File: config.mk
export PLATFORM = sky130hd
export DESIGN_NAME = smi_pme_wake_event_aggregator
export DESIGN_NICKNAME = d
export VERILOG_FILES = /design/src/rtl/wake_agg_pkg.sv /design/src/rtl/smi_pme_wake_event_aggregator.sv
export VERILOG_INCLUDE_DIRS = /design/src /design/src/rtl
export SDC_FILE = /design/constraint.sdc
export NUM_CORES = 1
export LEC_CHECK = 0
export ABC_CLOCK_PERIOD_IN_PS = 2500
export BUFFER_PORTS_ARGS = -buffer_cell sky130_fd_sc_hd__buf_4
export CAP_MARGIN = 0
export CORE_ASPECT_RATIO = 1.25
export CORE_MARGIN = 10
export CORE_UTILIZATION = 56
export CTS_BUF_LIST = sky130_fd_sc_hd__clkbuf_8
export CTS_CLUSTER_SIZE = 14
export DETAILED_ROUTE_END_ITERATION = 8
export GPL_TIMING_DRIVEN = 0
export PLACE_DENSITY = 0.79
export SLEW_MARGIN = 5
export SYNTH_ARGS = -nofsm -noshare
export SYNTH_HDL_FRONTEND = slang
export SYNTH_SLANG_ARGS = --single-unit
File: constraint.sdc
create_clock -name i_clk -period 2.5 [get_ports i_clk]
set_input_delay 0.75 -clock i_clk [delete_from_list [all_inputs] [get_ports i_clk]]
set_output_delay 0.75 -clock i_clk [all_outputs]
set_load 0.02 [all_outputs]
File: src/rtl/wake_agg_map.svh
// register offsets, field positions, reset values and timing counts
// of the interrupt and wake event aggregator
// assumes byte-wide runtime register access at the offsets below
`ifndef WAKE_AGG_MAP_SVH
`define WAKE_AGG_MAP_SVH

`define WAKE_GLOBAL_STS_OFS   8'h00
`define WAKE_GLOBAL_EN_OFS    8'h01
`define WAKE_STS_BASE_OFS     8'h03
`define WAKE_EN_BASE_OFS      8'h0B
`define SYS_STS_BASE_OFS      8'h13
`define SYS_EN_BASE_OFS       8'h1B
`define WAKE_KEY_CODE_OFS     8'h5F
`define SLOW_CLOCK_CFG_OFS    8'hF0

`define SYS_EN2_PIN_BIT       7
`define SYS_EN2_SERIRQ_BIT    6
`define SYS_EN2_ROUTE_BIT     5
`define ROUTED_IRQ_BIT        3
`define KEY_MATCH_BIT         5
`define CFG_CLK_SEL_BIT       0
`define CFG_KEY_OFF_BIT       1

`define REG_RESET             8'h00
`define KEY_CODE_RESET        8'h00
`define CFG_RESET             8'h00

`define CLK_HZ                10000000
`define SLOW_HZ               32768
`define KEY_IDLE_TICKS        4'h4

`endif

File: src/rtl/wake_agg_pkg.sv
// types shared by the interrupt and wake event aggregator
// assumes nothing of its surroundings
package wake_agg_pkg;

  typedef enum logic [1:0] {
    KEY_IDLE,
    KEY_SHIFT,
    KEY_CHECK
  } key_state_t;

endpackage : wake_agg_pkg

File: src/rtl/smi_pme_wake_event_aggregator.sv
// group interrupt and wake event aggregator with wake-on-key detector
// assumes one 10 MHz clock, byte register port, pins sampled through two flops
//
// Functional notes
// - group interrupt is OR of all enabled events over five enable registers
// - group interrupt reaches its pin only while enable two bit 7 set
// - group interrupt drives serial irq slot 2 when enable two bit 6 set
// - group interrupt feeds wake logic via routed status when bit 5 set
// - irq pin level from polarity input, drive type from push-pull input, default low open-drain
// - pin events latch on rising edge, falling if inverted, both in either-edge mode
// - pin event status cleared by writing 1, gated with enable into interrupt
// - peripheral status follows source; infrared status clears on reading status two
// - peripheral live events gate directly with enables, no latch
// - wake sources: ring indicators, infrared frames, key, mouse, pins, fan
// - wake pin level from polarity input, drive type from push-pull input
// - wake pin never asserts while global wake enable is clear
// - global wake status set by any enabled source regardless of global enable
// - global wake status stays set while any enabled event stays pending
// - pin wake status latches on selected edge, cleared by writing 1
// - routed status bit 3 latches routed group interrupt, cleared by writing 1
// - wake pin asserts when routed enable and routed status both set and global wake enable set
// - key code register at 0x5F reset only by standby reset
// - key match sets wake status one bit 5; wake needs enable bit 5
// - config bit 0 picks external slow clock or internal divided clock
// - config bit 1 set turns detector off and stops its clock ticks
`include "wake_agg_map.svh"
`timescale 1ns/1ns
`default_nettype none

module smi_pme_wake_event_aggregator (
  input  wire logic        i_clk,
  input  wire logic        i_rstn,
  input  wire logic        i_standby_rstn,
  input  wire logic        i_reg_wr,
  input  wire logic        i_reg_rd,
  input  wire logic [7:0]  i_reg_addr,
  input  wire logic [7:0]  i_reg_wdata,
  input  wire logic [14:0] i_periph_evt,
  input  wire logic        i_ir_irq,
  input  wire logic [23:0] i_gpio_evt,
  input  wire logic [23:0] i_pin_invert,
  input  wire logic [23:0] i_pin_either_edge,
  input  wire logic        i_ring_indicator_one_n,
  input  wire logic        i_ring_indicator_two_n,
  input  wire logic        i_ir_frame_ok,
  input  wire logic        i_kb_clk,
  input  wire logic        i_kb_data,
  input  wire logic        i_mouse_data,
  input  wire logic        i_fan_evt,
  input  wire logic        i_ext_slow_clk,
  input  wire logic        i_irq_pin_sel,
  input  wire logic        i_irq_pin_active_high,
  input  wire logic        i_irq_pin_push_pull,
  input  wire logic        i_wake_pin_sel,
  input  wire logic        i_wake_pin_active_high,
  input  wire logic        i_wake_pin_push_pull,
  output logic [7:0]       o_reg_rdata,
  output logic             o_group_irq_internal,
  output logic             o_irq_pin_out,
  output logic             o_irq_pin_oe_n,
  output logic             o_serirq_slot2,
  output logic             o_wake_pin_out,
  output logic             o_wake_pin_oe_n
);

  localparam int SLOW_DIV = `CLK_HZ / `SLOW_HZ;

  // ****************************************************************
  // input synchronisers
  // ****************************************************************
  localparam int NSYNC = 30;
  logic [NSYNC-1:0] raw_in;
  logic [NSYNC-1:0] sync1_q;
  logic [NSYNC-1:0] sync2_q;
  logic [NSYNC-1:0] prev_q;

  assign raw_in = {i_ext_slow_clk, i_mouse_data, i_kb_data, i_kb_clk,
                   i_ring_indicator_two_n, i_ring_indicator_one_n, i_gpio_evt};

  always_ff @(posedge i_clk) begin
    if (!i_rstn) begin
      sync1_q <= '0;
      sync2_q <= '0;
      prev_q  <= '0;
    end else begin
      sync1_q <= raw_in;
      sync2_q <= sync1_q;
      prev_q  <= sync2_q;
    end
  end

  logic [23:0] pin_s;
  logic [23:0] pin_p;
  logic        ring1_s, ring2_s, kbc_s, kbd_s, mouse_s, slow_s;
  logic        ring1_p, ring2_p, kbd_p, mouse_p, slow_p;

  assign pin_s   = sync2_q[23:0];
  assign pin_p   = prev_q[23:0];
  assign ring1_s = sync2_q[24];
  assign ring2_s = sync2_q[25];
  assign kbc_s   = sync2_q[26];
  assign kbd_s   = sync2_q[27];
  assign mouse_s = sync2_q[28];
  assign slow_s  = sync2_q[29];
  assign ring1_p = prev_q[24];
  assign ring2_p = prev_q[25];
  assign kbd_p   = prev_q[27];
  assign mouse_p = prev_q[28];
  assign slow_p  = prev_q[29];

  // ****************************************************************
  // pin edge selection
  // ****************************************************************
  logic [23:0] pin_hit;

  genvar g;
  generate
    for (g = 0; g < 24; g++) begin : g_pin
      logic rise, fall;
      assign rise = pin_s[g] & ~pin_p[g];
      assign fall = ~pin_s[g] & pin_p[g];
      assign pin_hit[g] = i_pin_either_edge[g] ? (rise | fall)
                        : (i_pin_invert[g] ? fall : rise);
    end
  endgenerate

  // ****************************************************************
  // register state
  // ****************************************************************
  logic [5:1][7:0] sys_en_q;
  logic [5:1][7:0] wake_en_q;
  logic [5:3][7:0] sys_pin_sts_q;
  logic [5:1][7:0] wake_sts_q;
  logic [5:1][7:0] sys_sts;
  logic [5:1][7:0] wake_set;
  logic            ir_sts_q, gwake_sts_q, gwake_en_q;
  logic [7:0]      key_code_q;
  logic [7:0]      cfg_q;
  logic            key_hit_q, group_irq;

  function automatic logic wr_at(input logic [7:0] ofs);
    wr_at = i_reg_wr && (i_reg_addr == ofs);
  endfunction

  assign sys_sts[1] = i_periph_evt[7:0];
  assign sys_sts[2] = {i_periph_evt[14:8], ir_sts_q};
  assign sys_sts[3] = sys_pin_sts_q[3];
  assign sys_sts[4] = sys_pin_sts_q[4];
  assign sys_sts[5] = sys_pin_sts_q[5];

  // group interrupt: peripheral events gated live, pin events latched
  always_comb begin
    group_irq = 1'b0;
    for (int i = 1; i <= 5; i++) begin
      group_irq = group_irq | (|(sys_sts[i] & sys_en_q[i]));
    end
  end

  // wake sources per status bit
  assign wake_set[1] = {1'b0,
                        i_fan_evt,
                        key_hit_q,
                        mouse_p & ~mouse_s,
                        kbd_p & ~kbd_s,
                        i_ir_frame_ok,
                        ring2_p & ~ring2_s,
                        ring1_p & ~ring1_s};
  assign wake_set[2] = pin_hit[7:0];
  assign wake_set[3] = {4'h0, group_irq & sys_en_q[2][`SYS_EN2_ROUTE_BIT], 3'h0};
  assign wake_set[4] = pin_hit[15:8];
  assign wake_set[5] = pin_hit[23:16];

  // ****************************************************************
  // enable and configuration registers
  // ****************************************************************
  always_ff @(posedge i_clk) begin
    if (!i_rstn) begin
      sys_en_q   <= '0;
      wake_en_q  <= '0;
      gwake_en_q <= 1'b0;
      cfg_q      <= `CFG_RESET;
    end else begin
      for (int i = 1; i <= 5; i++) begin
        if (wr_at(8'(`SYS_EN_BASE_OFS + i - 1))) begin
          sys_en_q[i] <= i_reg_wdata;
        end
        if (wr_at(8'(`WAKE_EN_BASE_OFS + i - 1))) begin
          wake_en_q[i] <= i_reg_wdata;
        end
      end
      if (wr_at(`WAKE_GLOBAL_EN_OFS)) begin
        gwake_en_q <= i_reg_wdata[0];
      end
      if (wr_at(`SLOW_CLOCK_CFG_OFS)) begin
        cfg_q <= i_reg_wdata;
      end
    end
  end

  always_ff @(posedge i_clk) begin
    if (!i_standby_rstn) begin
      key_code_q <= `KEY_CODE_RESET;
    end else if (wr_at(`WAKE_KEY_CODE_OFS)) begin
      key_code_q <= i_reg_wdata;
    end
  end

  // ****************************************************************
  // status registers, set wins over clear
  // ****************************************************************
  always_ff @(posedge i_clk) begin
    if (!i_rstn) begin
      sys_pin_sts_q <= '0;
      wake_sts_q    <= '0;
    end else begin
      for (int i = 3; i <= 5; i++) begin
        sys_pin_sts_q[i] <= (sys_pin_sts_q[i]
                            & ~(wr_at(8'(`SYS_STS_BASE_OFS + i - 1)) ? i_reg_wdata : 8'h00))
                            | pin_hit[(i-3)*8 +: 8];
      end
      for (int i = 1; i <= 5; i++) begin
        wake_sts_q[i] <= (wake_sts_q[i]
                         & ~(wr_at(8'(`WAKE_STS_BASE_OFS + i - 1)) ? i_reg_wdata : 8'h00))
                         | wake_set[i];
      end
    end
  end

  // infrared status clears on a read of system status two
  always_ff @(posedge i_clk) begin
    if (!i_rstn) begin
      ir_sts_q <= 1'b0;
    end else if (i_ir_irq) begin
      ir_sts_q <= 1'b1;
    end else if (i_reg_rd && i_reg_addr == 8'(`SYS_STS_BASE_OFS + 1)) begin
      ir_sts_q <= 1'b0;
    end
  end

  // ****************************************************************
  // global wake status
  // ****************************************************************
  logic wake_pending, wake_new;

  always_comb begin
    wake_pending = 1'b0;
    wake_new     = 1'b0;
    for (int i = 1; i <= 5; i++) begin
      wake_pending = wake_pending | (|(wake_sts_q[i] & wake_en_q[i]));
      wake_new     = wake_new | (|(wake_set[i] & wake_en_q[i]));
    end
  end

  always_ff @(posedge i_clk) begin
    if (!i_rstn) begin
      gwake_sts_q <= 1'b0;
    end else if (wake_new || wake_pending) begin
      gwake_sts_q <= 1'b1;
    end else if (wr_at(`WAKE_GLOBAL_STS_OFS) && i_reg_wdata[0]) begin
      gwake_sts_q <= 1'b0;
    end
  end

  // ****************************************************************
  // key detector clock tick
  // ****************************************************************
  logic [8:0] div_q;
  logic       int_tick, slow_tick, key_off;

  assign key_off   = cfg_q[`CFG_KEY_OFF_BIT];
  assign int_tick  = (div_q == 9'(SLOW_DIV - 1));
  assign slow_tick = ~key_off & (cfg_q[`CFG_CLK_SEL_BIT] ? (slow_s & ~slow_p)
                                                           : int_tick);

  always_ff @(posedge i_clk) begin
    if (!i_rstn || int_tick) begin
      div_q <= '0;
    end else begin
      div_q <= div_q + 9'h001;
    end
  end

  // ****************************************************************
  // key frame receiver
  // ****************************************************************
  wake_agg_pkg::key_state_t key_st_q;
  logic [9:0]  key_sh_q;
  logic [3:0]  key_cnt_q;
  logic [3:0]  key_idle_q;
  logic        kbc_tq, kb_fall;

  assign kb_fall = kbc_tq & ~kbc_s;

  always_ff @(posedge i_clk) begin
    if (!i_rstn || key_off) begin
      key_st_q   <= wake_agg_pkg::KEY_IDLE;
      key_sh_q   <= '0;
      key_cnt_q  <= '0;
      key_idle_q <= '0;
      kbc_tq     <= 1'b1;
      key_hit_q  <= 1'b0;
    end else begin
      key_hit_q <= 1'b0;
      if (slow_tick) begin
        kbc_tq <= kbc_s;
        key_idle_q <= kb_fall ? 4'h0 : ((key_idle_q == `KEY_IDLE_TICKS) ? key_idle_q
                                                                        : key_idle_q + 4'h1);
        case (key_st_q)
          wake_agg_pkg::KEY_IDLE: begin
            if (kb_fall && !kbd_s) begin
              key_st_q  <= wake_agg_pkg::KEY_SHIFT;
              key_cnt_q <= '0;
            end
          end
          wake_agg_pkg::KEY_SHIFT: begin
            if (kb_fall) begin
              key_sh_q  <= {kbd_s, key_sh_q[9:1]};
              key_cnt_q <= key_cnt_q + 4'h1;
              if (key_cnt_q == 4'h9) begin
                key_st_q <= wake_agg_pkg::KEY_CHECK;
              end
            end else if (key_idle_q == `KEY_IDLE_TICKS) begin
              key_st_q <= wake_agg_pkg::KEY_IDLE;
            end
          end
          wake_agg_pkg::KEY_CHECK: begin
            key_hit_q <= key_sh_q[9] && (^key_sh_q[8:0])
                         && (key_sh_q[7:0] == key_code_q);
            key_st_q  <= wake_agg_pkg::KEY_IDLE;
          end
          default: begin
            key_st_q <= wake_agg_pkg::KEY_IDLE;
          end
        endcase
      end
    end
  end

  // ****************************************************************
  // read port
  // ****************************************************************
  logic [7:0] rd_d;

  always_comb begin
    rd_d = 8'h00;
    for (int i = 1; i <= 5; i++) begin
      if (i_reg_addr == 8'(`SYS_EN_BASE_OFS + i - 1)) rd_d = sys_en_q[i];
      if (i_reg_addr == 8'(`WAKE_EN_BASE_OFS + i - 1)) rd_d = wake_en_q[i];
      if (i_reg_addr == 8'(`SYS_STS_BASE_OFS + i - 1)) rd_d = sys_sts[i];
      if (i_reg_addr == 8'(`WAKE_STS_BASE_OFS + i - 1)) rd_d = wake_sts_q[i];
    end
    if (i_reg_addr == `WAKE_GLOBAL_STS_OFS) rd_d = {7'h00, gwake_sts_q};
    if (i_reg_addr == `WAKE_GLOBAL_EN_OFS) rd_d = {7'h00, gwake_en_q};
    if (i_reg_addr == `WAKE_KEY_CODE_OFS) rd_d = key_code_q;
    if (i_reg_addr == `SLOW_CLOCK_CFG_OFS) rd_d = cfg_q;
  end

  always_ff @(posedge i_clk) begin
    if (!i_rstn) begin
      o_reg_rdata <= `REG_RESET;
    end else if (i_reg_rd) begin
      o_reg_rdata <= rd_d;
    end
  end

  // ****************************************************************
  // output pins
  // ****************************************************************
  logic irq_act, irq_lvl, wake_act, wake_lvl;

  assign irq_act  = group_irq & sys_en_q[2][`SYS_EN2_PIN_BIT];
  assign irq_lvl  = i_irq_pin_active_high ? irq_act : ~irq_act;
  assign wake_act = gwake_en_q & gwake_sts_q;
  assign wake_lvl = i_wake_pin_active_high ? wake_act : ~wake_act;

  always_ff @(posedge i_clk) begin
    if (!i_rstn) begin
      o_group_irq_internal <= 1'b0;
      o_serirq_slot2       <= 1'b0;
      o_irq_pin_out        <= 1'b0;
      o_irq_pin_oe_n       <= 1'b1;
      o_wake_pin_out       <= 1'b0;
      o_wake_pin_oe_n      <= 1'b1;
    end else begin
      o_group_irq_internal <= group_irq;
      o_serirq_slot2       <= group_irq & sys_en_q[2][`SYS_EN2_SERIRQ_BIT];
      o_irq_pin_out        <= i_irq_pin_push_pull ? irq_lvl : 1'b0;
      o_irq_pin_oe_n       <= ~i_irq_pin_sel | (~i_irq_pin_push_pull & irq_lvl);
      o_wake_pin_out       <= i_wake_pin_push_pull ? wake_lvl : 1'b0;
      o_wake_pin_oe_n      <= ~i_wake_pin_sel | (~i_wake_pin_push_pull & wake_lvl);
    end
  end

endmodule : smi_pme_wake_event_aggregator

`default_nettype wire

Word-level counts from Yosys, hierarchy flattened
Index checks and enable logic that the tools add are counted.
Widths: inputs -> output; s select.
{ "word_totals": {"elab_cells": 435, "register_bits": 298, "in_bits": 123, "out_inout_bits": 14} }
{ "classes": {"add_sub_neg": 3, "bitwise_logic": 201, "n_reduce_logical": 60, "muxes": 97, "n_eq_ne": 34} }
{ "op_table": {"columns": ["cell", "n"], "rows": [
  ["$mux 8", 32],
  ["$and 8x8->8", 21],
  ["$reduce_or 8->1", 15],
  ["$eq 8x5->1 const B", 10],
  ["$not 8->8", 8],
  ["$not 1->1", 63],
  ["$and 1x1->1", 61],
  ["$mux 1", 55],
  ["$or 8x8->8", 6],
  ["$eq 8x4->1 const B", 5],
  ["$or 1x1->1", 38],
  ["$eq 8x3->1 const B", 4],
  ["$logic_and 1x1->1", 27],
  ["$mux 4", 4],
  ["$add 9x1->9 const B", 1],
  ["$eq 9x9->1 const B", 1],
  ["$reduce_xor 9->1", 1],
  ["$add 4x1->4 const B", 2],
  ["$and 4x8->8", 1],
  ["$and 7x8->8", 1],
  ["$eq 8x1->1 const B", 1],
  ["$eq 8x2->1 const B", 1],
  ["$eq 8x7->1 const B", 1],
  ["$eq 8x8->1", 1],
  ["21 further kinds", 35]
]} }

Logic depth before layout (Yosys ltp)
Gate-level depths: netlist of run 1.
{ "logic_depth": {"ltp_word": 25, "mapped_depth": 10, "depth_no_buf": 8} }

Worst setup path after synthesis of run 1
Ideal clock, no wire load.
{ "synth_path": {"path_kind": "input-to-reg", "start": "input port i_reg_addr[3]", "end": "register o_reg_rdata[5]", "t_required_ns": 2.370, "n_path_buf": 3, "path_stages": 9, "setup_slack_ns": -0.090, "setup_ns": 0.130, "arrival_ns": 2.460, "path_cell_list": "buf_2 and4bb_1 buf_2 and3_1 clkbuf_1 a211o_1 or3_1 o2111ai_1 a21oi_1"} }
{ "synth_via": {"elab_chain_cells": 25, "word_cells_on_any_way": 48, "classes_between": "eq/ne (23); mux (24); reduce/logical (1)"} }
{ "synth_lines": {"columns": ["item", "line_no", "source"], "rows": [
  ["start: declaration", "smi_pme_wake_event_aggregator.sv:36", "input wire logic [7:0] i_reg_addr,"],
  ["$eq 8x5->1", "smi_pme_wake_event_aggregator.sv:347", "if (i_reg_addr == 8'(`SYS_EN_BASE_OFS + i - 1)) rd_d = sys_en_q[i];"],
  ["$mux 8", "smi_pme_wake_event_aggregator.sv:347", null],
  ["$mux 8", "smi_pme_wake_event_aggregator.sv:348", "if (i_reg_addr == 8'(`WAKE_EN_BASE_OFS + i - 1)) rd_d = wake_en_q[i];"],
  ["$mux 8", "smi_pme_wake_event_aggregator.sv:349", "if (i_reg_addr == 8'(`SYS_STS_BASE_OFS + i - 1)) rd_d = sys_sts[i];"],
  ["$mux 8", "smi_pme_wake_event_aggregator.sv:350", "if (i_reg_addr == 8'(`WAKE_STS_BASE_OFS + i - 1)) rd_d = wake_sts_q[i];"],
  ["$mux 8", "smi_pme_wake_event_aggregator.sv:347", null],
  ["$mux 8", "smi_pme_wake_event_aggregator.sv:348", null],
  ["$mux 8", "smi_pme_wake_event_aggregator.sv:349", null],
  ["(+9 left out)", null, null],
  ["$mux 8", "smi_pme_wake_event_aggregator.sv:347", null],
  ["$mux 8", "smi_pme_wake_event_aggregator.sv:348", null],
  ["$mux 8", "smi_pme_wake_event_aggregator.sv:349", null],
  ["$mux 8", "smi_pme_wake_event_aggregator.sv:350", null],
  ["$mux 8", "smi_pme_wake_event_aggregator.sv:352", "if (i_reg_addr == `WAKE_GLOBAL_STS_OFS) rd_d = {7'h00, gwake_sts_q};"],
  ["$mux 8", "smi_pme_wake_event_aggregator.sv:353", "if (i_reg_addr == `WAKE_GLOBAL_EN_OFS) rd_d = {7'h00, gwake_en_q};"],
  ["$mux 8", "smi_pme_wake_event_aggregator.sv:354", "if (i_reg_addr == `WAKE_KEY_CODE_OFS) rd_d = key_code_q;"],
  ["$mux 8 (*)", "smi_pme_wake_event_aggregator.sv:355", "if (i_reg_addr == `SLOW_CLOCK_CFG_OFS) rd_d = cfg_q;"],
  ["end signal: assignment", "smi_pme_wake_event_aggregator.sv:360", "o_reg_rdata <= `REG_RESET;"],
  ["end signal: assignment", "smi_pme_wake_event_aggregator.sv:362", "o_reg_rdata <= rd_d;"],
  ["end: declaration", "smi_pme_wake_event_aggregator.sv:57", "output logic [7:0] o_reg_rdata,"]
]} }
Mark *: on every way between the ends. The rest lies on a longest branch, timed or not.
A chain may end at the register's enable or synchronous reset.

Final worst setup path of run 1
{ "layout_path": {"start": "input port i_reg_addr[2]", "end": "register o_reg_rdata[7]"} }
The elaborated chain is that of the path after synthesis.

==> results.md, run 1 <==
- Total CTS buffers: between 40 and 50
- Final worst-path cycle share: 101.0%
- Place WS: -1.414 ns
- Vias: about 14,000
- Port-buffer cells: between 100 and 150
- Row cnt: 66
- GR Overflow Total: 0
- Final HPWL DP: approximately 47 mm
- Max VDD drop: roughly 530 uV
- Yosys cell types: 81
- Post-Syn Instances: ~1,700
- Final WS setup: -0.02597 ns
- Max cap viols: 0
- Hold-fix buffers at CTS: 0
- Largest buffer count on any clock path: 3
- Root Driver: clkbuf_8
- Area growth, synth to finish: 18.00%
- DRT iter0 DRCs: between 1,500 and 2,000
- Core area: 25,850 sq um
- Top FF cell, synth: dfxtp_1
- Pwr per Cell Area: ~570 nW/um^2
- Top Ports: 137
- Post-synth top area share: 40.75%
- CTS tree: done
- Class of the worst hold path: primary input to flop
- Max Slew Vio Count: 0
- Largest net degree at the start of global routing: 13
- CP endpoint kind: flop
- Top post-synthesis cells by area: dfxtp_1 (41%), nand2_1 (4.7%), ha_1 (4.6%)
- Starting density of the core: around 56%
- Sequential share of power: 51.1%
- First-pass GRT wire length: around 90 mm
- Post-DRT Antenna Nets: 0
- Measured slew at the worst slew-check pin: roughly 0.9 ns
- DP Area: roughly 16,000 sq um
- WL/cell: 27.91 um
- Internal power: ~7200 uW
- Worst Path Class, Setup: primary input to flop
- Failing checks: setup timing
- Status: finished, violations left
- Logic pwr share: under 10%
- Synth async-reset ratio: 0%
- Slew margin rel.: 39.87%
- Hold Violations, Final: 0
- Layout cells sized above 1: between 15 and 20%
- Synthesized cell area: between 10,000 and 15,000 sq um
- CTS Sinks: ~300
- Post-synth EDFFs: 0
- GPL Wtd Cong: 1.131
- Worst clock skew: roughly 0.050 ns
- CP startpoint kind: primary input
- Worst-path clk slew: roughly 0.06 ns
- RSZ-0062 raised after global routing: true
- Die W: 164.4 um
- Register area share after synthesis: 40.75%
- Die Y: about 200 um
- Sw Share: a little over a quarter
- Switching power: approximately 2700 uW
- Cell leakage power: 0.006625 uW
- Tmin final: about 2.5 ns
- Number of H-tree levels: 2
- Total GRT Usage: a little under two fifths
- #FFs+latches synth: slightly below 300
- Area leader, netlist: dfxtp_1
- Mapped Avg Cell Area: around 8.7 sq um
- WL final: ~62 mm
- Crit path DAT: 2.99 ns
- Drt pass-1 iters: 6
- Fmax achieved: slightly below 400 MHz
- # fillers: 2,093
- Syn Nets: roughly 1,800
- Via-to-Cell Ratio: roughly 6.5
- Initial antenna violation count: 0
- Residual DRC count: 0
- Final setup violation count: 1
- Vias in the first global route: 14,240
- CP Max Fanout: 10
- Final net count: between 2,000 and 2,500
- Die area: 32,950 sq um
- Design area: 17,220 sq um
- Required time worst endpoint: just under 3 ns
- Clock network power share: 39.0%
- Worst-Skew Late Latency: 0.62 ns
- YS warnings: 0
-- worst paths after layout --
path	start	endpoint	slack [ns]	cells past startpoint
setup / recovery	i_reg_addr[2]	o_reg_rdata[7]$_SDFFE_PN0P_	-0.03	9
hold / removal	i_wake_pin_sel	o_wake_pin_oe_n$_SDFF_PN1_	0.34	2
setup reg to reg	sys_pin_sts_q[11]$_SDFF_PN0_	gwake_sts_q$_SDFFE_PN0P_	0.08	6
hold reg to reg	sync1_q[16]$_SDFF_PN0_	sync2_q[16]$_SDFF_PN0_	0.43	1
-- timing repair --
action / in CTS / in global routing
hold endpoints to repair: 0 / 0
setup endpoints to repair: 61 / 52
cloned: 0 / 0
setup buffers: 4 / 9
resized for setup: 35 / 38
pin swaps: 4 / 4
-- final cells by class --
class	count	area [sq um]	share of cell area, %
diodes	1	2.502	0.01454
plain buffers	111	491.7	2.856
clock buffers	53	729.5	4.237
clock inverters	23	112.6	0.6541
inverters	61	229.0	1.330
multi-input cells	1201	8220	47.75
flip-flops and latches	297	5946	34.54
well taps	340	425.4	2.471
repair buffers	141	1059	6.149
-- registers in the layout, indices dropped and copies added, names as in the netlist, 2 cells and up --
signal,cells
wake_en_q,40
sync2_q,30
key_cnt_q,4
div_q,9
prev_q,29
key_idle_q,4
sys_en_q,40
o_reg_rdata,8
key_st_q,2
wake_sts_q,40
key_sh_q,10
sync1_q,30
cfg_q,8
sys_pin_sts_q,24
key_code_q,8
-- power groups by stage --
| stage | clock (uW) | combinational [uW] | sequential [uW] |
|---|---|---|---|
| final | 3860 | 981 | 5050 |
| after global routing | 4060 | 1040 | 5050 |
| after CTS | 3850 | 939 | 5030 |
| after detailed placement | 0 | 912 | 5130 |
| after global placement | 0 | 890 | 5130 |
| after floorplan | 0 | 482 | 5050 |
-- per-stage QoR --
step	power (uW)	hold WS, ns	utilization (%)	TNS (ns)	instances
after floorplan	5533	0.4119	-	-0.04333	1672
after CTS	9816	0.3401	65.73	0	2219
after global routing	10150	0.3391	66.59	-0.05174	2227
after global placement	6018	0.4131	61.88	-105.58	2140
after detailed placement	6045	0.4203	61.88	-108.30	2140
final	9896	0.3430	66.60	-0.02597	2228
-- critical path, stage by stage --
cell,delay (ns)
buf_4,0.15
clkbuf_2,0.25
and4b_1,0.32
clkbuf_2,0.25
a22oi_1,0.30
o22ai_1,0.21
a2111oi_2,0.38
o21ai_1,0.20
o2bb2ai_1,0.17
-- cell usage after synthesis, types with 4 or more instances --
| library cell | count |
|---|---|
| o31a_1 | 4 |
| xor2_1 | 4 |
| nand2b_1 | 7 |
| nand3_1 | 84 |
| o211ai_1 | 9 |
| a21boi_0 | 79 |
| inv_1 | 61 |
| a21oi_1 | 91 |
| ha_1 | 54 |
| a31oi_1 | 6 |
| nor3_1 | 20 |
| or4_1 | 9 |
| and3_1 | 23 |
| o221ai_1 | 5 |
| a22oi_1 | 23 |
| o21ai_0 | 45 |
| clkbuf_1 | 87 |
| a2111oi_0 | 6 |
| nor2_2 | 5 |
| nor2_1 | 44 |
| a211oi_1 | 17 |
| xnor2_1 | 18 |
| a221o_1 | 18 |
| a22o_1 | 22 |
| a221oi_1 | 32 |
| nand4_1 | 17 |
| mux2i_1 | 60 |
| nor2b_1 | 102 |
| or3_1 | 8 |
| o22ai_1 | 10 |
| buf_1 | 4 |
| o21a_1 | 18 |
| o21ai_1 | 5 |
| and2_1 | 99 |
| nand2_1 | 182 |
| buf_2 | 20 |
| dfxtp_1 | 297 |
-- placed cells by master (no fill, tap or decap), types with 10 or more instances in the layout --
| cell | count |
|---|---|
| clkbuf_1 | 74 |
| clkbuf_2 | 10 |
| a22o_1 | 22 |
| o21a_1 | 18 |
| o21ai_0 | 44 |
| buf_2 | 18 |
| nor2_1 | 38 |
| a22oi_1 | 22 |
| a221o_1 | 18 |
| buf_4 | 144 |
| a21boi_0 | 79 |
| a221oi_1 | 28 |
| inv_1 | 75 |
| nand4_1 | 17 |
| a211oi_1 | 15 |
| xnor2_1 | 18 |
| mux2i_1 | 60 |
| and2_1 | 99 |
| dfxtp_1 | 297 |
| a21oi_1 | 91 |
| and3_1 | 22 |
| clkbuf_8 | 54 |
| nand2_1 | 180 |
| nor3_1 | 17 |
| nand3_1 | 84 |
| ha_1 | 54 |
| nor2b_1 | 101 |
-- logic make-up after synthesis --
family	after synthesis	synth area share, %
AO/OA/AOI/OAI	426	20.78
XOR/XNOR	22	1.321
flip-flops	297	40.75
adder cells (fa/ha/maj)	54	4.631
multiplexers	62	4.271
AND/OR/NAND/NOR	637	23.52
buffers and inverters	174	4.726
-- routing by layer --
metal | wire length [um] | vias up | global-route usage [%] | part of all wire [%]
met1 | 22110 | 6890 | 41.42 | 36
met3 | 5731 | 291 | 8.884 | 9.2
met4 | 5574 | 0 | 27.59 | 9.0
li1 | - | 6326 | - | -
met2 | 28780 | 925 | 58.62 | 46
met5 | 0 | - | 0 | 0
No activity file was read; power rests on OpenSTA's default activity.
==> run 2: changes to the inputs <==
- CELL_PAD_IN_SITES_DETAIL_PLACEMENT: unset -> 1
- CELL_PAD_IN_SITES_GLOBAL_PLACEMENT: unset -> 1
- CORE_UTILIZATION: 56 -> 42
- PLACE_DENSITY: 0.79 -> unset
- PLACE_DENSITY_LB_ADDON: unset -> 0.1
==> run 2 against run 1 <==
Effect of this change: the flow still finishes with violations (setup timing); sequential power hardly changed; power grew 11%; final cell count increased by 6.6%; final area up 2.8%; setup slack worse by 0.0048 ns; clock skew is 0.0029 ns higher; sequential cell count did not move; largest cell class unchanged; largest power group unchanged.
==> results.md, run 2 (same netlist as run 1, synthesis figures left out) <==
- Status: finished, violations left
- Failing checks: setup timing
- Final setup violation count: 1 (unchanged)
- Reg2reg end: gwake_sts_q$_SDFFE_PN0P_
- Largest net degree at the start of global routing: 15 (+2)
- Total power: 10,950 uW (+11%)
- WL final: 68.17 mm (+9.6%)
- Most frequent cells in the layout: dfxtp_1 (297), nand2_1 (180), buf_4 (151)
- Largest buffer count on any clock path: 3 (unchanged)
- Worst-Skew Late Latency: 0.64 ns (+0.02 ns)
- Pwr per Cell Area: 619.0 nW/um^2 (+7.7%)
- Sequential share of power: 46.1% (-5.0 points)
- CTS Sinks: 297 (unchanged)
- Max Slew Vio Count: 0 (unchanged)
- Clock network power share: 44.7% (+5.7 points)
- Register area: 5946 sq um (unchanged)
- RSZ-0062 raised after global routing: true
- Final worst-path cycle share: 101.2% (+0.19 points)
- CTS tree: done
- CP Max Fanout: 10 (unchanged)
- Required time worst endpoint: 2.95 ns (about the same)
- Worst r2r src: wake_sts_q[15]$_SDFF_PN0_
- Max VDD drop: 503.5 uV (-5.4%)
- Final net count: 2,046 (+0.54%)
- Logic pwr share: 9.2% (-0.7 points)
- Final WS setup: -0.03079 ns (-0.004822 ns)
- Class of the worst hold path: primary input to flop
- Design area: 17,700 sq um (+2.8%)
- HP Start: i_gpio_evt[1]
- Initial antenna violation count: 1 (+1)
- Hold Violations, Final: 0 (unchanged)
- Internal power: 8044 uW (+12%)
- Die area: 42,640 sq um (+29%)
- DRT iter0 DRCs: 1,113 (-35%)
- GPL Wtd Cong: 1.037 (-8.3%)
- Place WS: -1.317 ns (+0.09634 ns)
- Switching power: 2909 uW (+7.7%)
- Row cnt: 76 (+15%)
- Total CTS buffers: 50 (+11%)
- Area growth, synth to finish: 21.29%
- Post-DRT Antenna Nets: 0 (unchanged)
- Measured slew at the worst slew-check pin: 1.056 ns (+0.1545 ns)
- First-pass GRT wire length: 98.55 mm (+8.9%)
- Cell leakage power: 0.006791 uW (+2.5%)
- Sw Share: 26.56% (-0.72 points)
- Via-to-Cell Ratio: 6.058 (-6.5%)
- Worst-path clk slew: 0.06 ns (about the same)
- Ant. Diodes: 0 (-1)
- Final setup TNS: -0.03079 ns (-0.004822 ns)
- Layout cells sized above 1: 16.93% (+1.2 points)
- Vias: 14,390 (-0.27%)
- Starting density of the core: 42.38% (-14 points)
- Largest regs: sys_en_q: 40 flops, wake_en_q: 40 flops, wake_sts_q: 40 flops
- Total GRT Usage: 30.76% (-6.0 points)
- Worst Path Class, Setup: primary input to flop
- Tmin final: 2.531 ns (+0.004822 ns)
- Final HPWL DP: 53.04 mm (+12%)
- Number of H-tree levels: 2 (unchanged)
- # fillers: 4,067 (+94%)
- Max cap viols: 0 (unchanged)
- Root Driver: clkbuf_8
- Drt pass-1 iters: 7 (+1)
- Die Y: 228.4 um (+14%)
- Die W: 186.7 um (+14%)
- R2R depth: 6 (unchanged)
- Worst clock skew: 0.05273 ns (+0.002919 ns)
- Core area: 34,420 sq um (+33%)
- Slew margin rel.: 29.57% (-10 points)
- Fmax achieved: 395.1 MHz (-0.19%)
- Crit path DAT: 2.98 ns (about the same)
- WL/cell: 28.69 um (+2.8%)
- Worst Hold Path Cells: 2 (unchanged)
- DP Area: 16,150 sq um (+1.0%)
- Most common cell after layout, fill and taps aside: dfxtp_1
- Multi-input gate area: 8182 sq um (-0.47%)
- Top Ports: 137 (unchanged)
- Port-buffer cells: 128 (unchanged)
- CP startpoint kind: primary input
- Residual DRC count: 0 (unchanged)
- Flop-to-flop setup slack: 0.07 ns (about the same)
- CP endpoint kind: flop
- GR Overflow Total: 0 (unchanged)
- Vias in the first global route: 14,700 (+3.3%)
- Hold EP: sync1_q[1]$_SDFF_PN0_
[run 2: metrics by stage]
step | hold slack (ns) | instances | util (%)
floorplan | 0.4119 | 1672 | -
global placement | 0.4143 | 2268 | 46.93
detailed placement | 0.4194 | 2268 | 46.93
CTS | 0.3005 | 2362 | 50.74
global route | 0.3089 | 2376 | 51.41
finish | 0.3243 | 2376 | 51.41
[run 2: worst max-delay path, stage by stage]
cell and delay [ns]:
buf_4 0.14, clkbuf_2 0.29, and4b_1 0.33, clkbuf_4 0.25
a22oi_2 0.21, o22ai_1 0.14, or3_1 0.36, o2111ai_1 0.36
a21oi_1 0.12
[run 2: layout make-up]
class	count	share of cell area (%)
inverters	61	1.294
plain buffers	111	2.906
flip-flops and latches	297	33.60
repair buffers	147	6.236
well taps	468	3.309
clock buffers	65	5.056
clock inverters	26	1.365
multi-input cells	1201	46.23
[run 2: layer usage]
metal,wire [um],vias up,track usage [%],share of wire (%)
li1,-,6354,-,-
met1,25290,7152,34.37,37
met2,33340,656,52.71,49
met3,4634,229,5.769,6.8
met4,4889,2,19.94,7.2
met5,14,-,0,0.021
[run 2: worst max path at each step]
stage,start,end,slack [ns]
after detailed placement,i_reg_addr[6],o_reg_rdata[5]$_SDFFE_PN0P_,-1.32
after global placement,i_reg_addr[6],o_reg_rdata[5]$_SDFFE_PN0P_,-1.39
after CTS,i_reg_addr[3],o_reg_rdata[5]$_SDFFE_PN0P_,-0.06
after floorplan,i_reg_addr[3],o_reg_rdata[4]$_SDFFE_PN0P_,-0.02
final,i_reg_addr[2],o_reg_rdata[5]$_SDFFE_PN0P_,-0.03
after global routing,i_reg_addr[3],o_reg_rdata[5]$_SDFFE_PN0P_,-0.1
[run 2: power by group through the flow]
stage	registers (uW)	clock network, uW	logic (uW)
after floorplan	5050	0	482
after detailed placement	5140	0	953
final	5050	4890	1010
after global placement	5130	0	929
after global routing	5050	5170	1080
after CTS	5040	4950	980
[run 2: repair_timing]
item	4_1_cts	5_1_grt
cloned	0	0
pin swaps	4	8
setup endpoints to repair	86	69
gates resized for setup	42	47
setup buffers	4	15
hold buffers	0	0
==> run 3: changes to the inputs <==
- ABC_AREA: unset -> 1
- CORE_UTILIZATION: 42 -> 40
==> run 3 against run 2 <==
Effect of this change: the flow now finishes without violations; largest power group unchanged; maximum frequency increased by 2.5%; highest routed layer is now met4; non-clock buffer count decreased by 35; first-iteration DRC count decreased by 19%; clock power about the same; critical path depth increased by 7; hold slack got worse by 0.0018 ns; setup slack improved by 0.061 ns; sequential power decreased by 1%.
==> results.md, run 3 <==
- Sw Share: 26.04% (-0.52 points)
- Final setup violation count: 0 (-1)
- Most frequent cell after synthesis: nand2_1
- CP Buf/Inv Count: 6 (+3)
- CP cell instances: buf_4 > inv_4 > nand2_2 > nor2_4 > inv_2 > buf_12 > buf_2 > nor2_2 > inv_1 > or2_2 > nand2_1 > nand4_1 > nand2_1 > nand2_1 > nand2_1 > a21oi_1
- Logic pwr share: 8.1% (-1.1 points)
- DP Area: 15,480 sq um (-4.2%)
- Area leader, netlist: dfxtp_1
- Final setup TNS: 0 ns (+0.03079 ns)
- Max Slew Vio Count: 0 (unchanged)
- Root Driver: clkbuf_8
- Synthesized cell area: 13,890 sq um (-4.8%)
- Worst clock skew: 0.02398 ns (-0.02875 ns)
- CP startpoint kind: primary input
- Internal power: 7947 uW (-1.2%)
- Placed cells: 2,532 (+12%)
- Tmin final: 2.470 ns (-0.06084 ns)
- Top post-synthesis cells by area: dfxtp_1 (43%), nand2_1 (11%), inv_1 (9.6%)
- GPL Wtd Cong: 0.9178 (-11%)
- Layout cells sized above 1: 16.80% (-0.13 points)
- WL/cell: 19.87 um (-31%)
- Total CTS buffers: 51 (+2.0%)
- Row cnt: 76 (unchanged)
- Fin Hold WS: 0.3226 ns (-0.001793 ns)
- Starting density of the core: 40.34% (-2.0 points)
- Class of the worst hold path: primary input to flop
- Hold Violations, Final: 0 (unchanged)
- Worst path most repeated cell: nand2_1
- Top Ports: 137 (unchanged)
- Sequential share of power: 46.3% (+0.2 points)
- CTS tree: done
- Most frequent cells in the layout: nand2_1 (408), inv_1 (360), dfxtp_1 (288)
- Drt pass-1 iters: 7 (unchanged)
- Max VDD drop: 371.2 uV (-26%)
- GR Overflow Total: 0 (unchanged)
- Switching power: 2798 uW (-3.8%)
- CP top delay family: simple AND/OR/NAND/NOR gates
- Syn Nets: 2,107 (+14%)
- Critical Path Slowest Stage Cell: nor2_2
- Residual DRC count: 0 (unchanged)
- Area growth, synth to finish: 23.37%
- Via-to-Cell Ratio: 5.233 (-14%)
- Largest net degree at the start of global routing: 13 (-2)
- Final net count: 2,323 (+14%)
- #FFs+latches synth: 297 (unchanged)
- Final HPWL DP: 38.97 mm (-27%)
- Final worst-path cycle share: 98.80% (-2.4 points)
- YS warnings: 0 (unchanged)
- Die area: 42,620 sq um (about the same)
- Mapped Avg Cell Area: 7.195 sq um (-18%)
- Worst-Skew Late Latency: 0.61 ns (-0.03 ns)
- Synth async-reset ratio: 0% (unchanged)
- WL final: 52.72 mm (-23%)
- CTS Sinks: 297 (unchanged)
- Core area: 34,420 sq um (unchanged)
- Cell leakage power: 0.007506 uW (+11%)
- Clock network power share: 45.5% (+0.8 points)
- Top cells by count, synth: nand2_1 (419), inv_1 (355), dfxtp_1 (297), o21ai_0 (218), a21oi_1 (199)
- Design area: 17,130 sq um (-3.2%)
- Non-Filler Instances: 2,653 (+12%)
- Largest regs: sys_en_q: 40 flops, wake_en_q: 40 flops, wake_sts_q: 40 flops
- Max cap viols: 0 (unchanged)
- Post-synth top area share: 42.81% (+2.1 points)
- Status: finished clean
- Port-buffer cells: 134 (+4.7%)
- CP peak stage delay: 0.33 ns (-0.03 ns)
- Largest buffer count on any clock path: 3 (unchanged)
- Worst Path Class, Setup: primary input to flop
- Total GRT Usage: 23.74% (-7.0 points)
- Post-DRT Antenna Nets: 0 (unchanged)
- Slew margin rel.: 23.30% (-6.3 points)
- Most common cell after layout, fill and taps aside: nand2_1
- Die W: 186.7 um (about the same)
- First-pass GRT wire length: 80.38 mm (-18%)
- Vias in the first global route: 14,210 (-3.4%)
- Pwr per Cell Area: 627.1 nW/um^2 (+1.3%)
- Yosys cell types: 49 (-40%)
- DRT iter0 DRCs: 907 (-19%)
- Post-Syn Instances: 1,930 (+15%)
- Top FF cell, synth: dfxtp_1
- Register area share after synthesis: 42.81% (+2.1 points)
- Vias: 13,880 (-3.6%)
- Measured slew at the worst slew-check pin: 1.150 ns (+0.09407 ns)
- Required time worst endpoint: 2.96 ns (about the same)
- CP endpoint kind: flop
- Number of H-tree levels: 2 (unchanged)
- Initial antenna violation count: 0 (-1)
- Ant. Diodes: 0 (unchanged)
- RSZ-0062 raised after global routing: true
- Die Y: 228.3 um (about the same)
- Fmax achieved: 404.9 MHz (+2.5%)
- Crit path DAT: 2.93 ns (-0.05 ns)
- Worst-path clk slew: 0.06 ns (about the same)
- CP Max Fanout: 7 (-3)
- Post-synth EDFFs: 0 (unchanged)
-- run 3: cells by family (layout without fill, tap and decap cells) --
| kind of cell | Yosys count | count (layout) | share of synthesized area (%) |
|---|---|---|---|
| AO/OA/AOI/OAI | 491 | 491 | 18.90 |
| XOR/XNOR | 13 | 13 | 0.8199 |
| adder cells (fa/ha/maj) | 54 | 54 | 4.865 |
| buffers and inverters | 428 | 683 | 11.77 |
| flip-flops | 297 | 297 | 42.81 |
| multiplexers | 3 | 3 | 0.2432 |
| AND/OR/NAND/NOR | 644 | 644 | 20.59 |
-- run 3: path summary, 6_finish.rpt --
check	start	endpoint	slack, ns	cells after the start
max	i_reg_addr[4]	o_reg_rdata[6]$_SDFFE_PN0P_	0.03	16
min	i_ring_indicator_two_n	sync1_q[25]$_SDFF_PN0_	0.32	3
max reg2reg	sync2_q[15]$_SDFF_PN0_	gwake_sts_q$_SDFFE_PN0P_	0.04	10
min reg2reg	sync1_q[16]$_SDFF_PN0_	sync2_q[16]$_SDFF_PN0_	0.40	2
-- run 3: area by class of cell --
type                    instances  area [sq um]
inverters                     368          1386
clock inverters                23         177.7
repair buffers                163          1235
plain buffers                  60         261.5
well taps                     468         585.6
clock buffers                  69         949.7
flip-flops and latches        297          5959
multi-input cells            1205          6578
fillers                      4471         17290
-- run 3: repair_timing --
item | 4_1_cts | 5_1_grt
cloned | 0 | 0
hold buffers | 0 | 0
setup endpoints to repair | 7 | 26
setup buffers | 1 | 28
pin swaps | 1 | 41
resized for setup | 28 | 82
-- run 3: power groups by stage --
| stage | Combinational [uW] | Sequential [uW] | Clock [uW] |
|---|---|---|---|
| 2_1_floorplan | 381 | 5040 | 0 |
| 5_1_grt | 959 | 4990 | 5180 |
| 3_3_place_gp | 786 | 5070 | 0 |
| 6_report | 875 | 4980 | 4890 |
| 3_5_place_dp | 815 | 5080 | 0 |
| 4_1_cts | 829 | 4980 | 4970 |
-- run 3: worst register-to-register path: stages (launching register included) --
cell and delay [ns]:
dfxtp_1 0.36, inv_1 0.06, ha_1 0.19, mux2_2 0.27, o21ai_1 0.42, o22ai_1 0.18, nor4_2 0.34, nand4_1 0.17
a211o_1 0.28, nand2_1 0.05, inv_1 0.05
-- run 3: routing by layer --
metal	track usage (%)	up-vias	wire (um)
li1	-	6624	-
met1	29.13	6704	22240
met2	40.26	433	25310
met3	4.075	121	3002
met4	9.869	0	2157
met5	0	-	0
-- run 3: metrics by stage --
stage,setup WS [ns],power (uW),util [%]
3_3_place_gp,-0.9386,5857,44.97
4_1_cts,-0.04526,10780,48.46
2_1_floorplan,0.1337,5426,-
6_report,0.03005,10740,49.77
5_1_grt,-0.06414,11130,49.77
3_5_place_dp,-1.055,5894,44.97
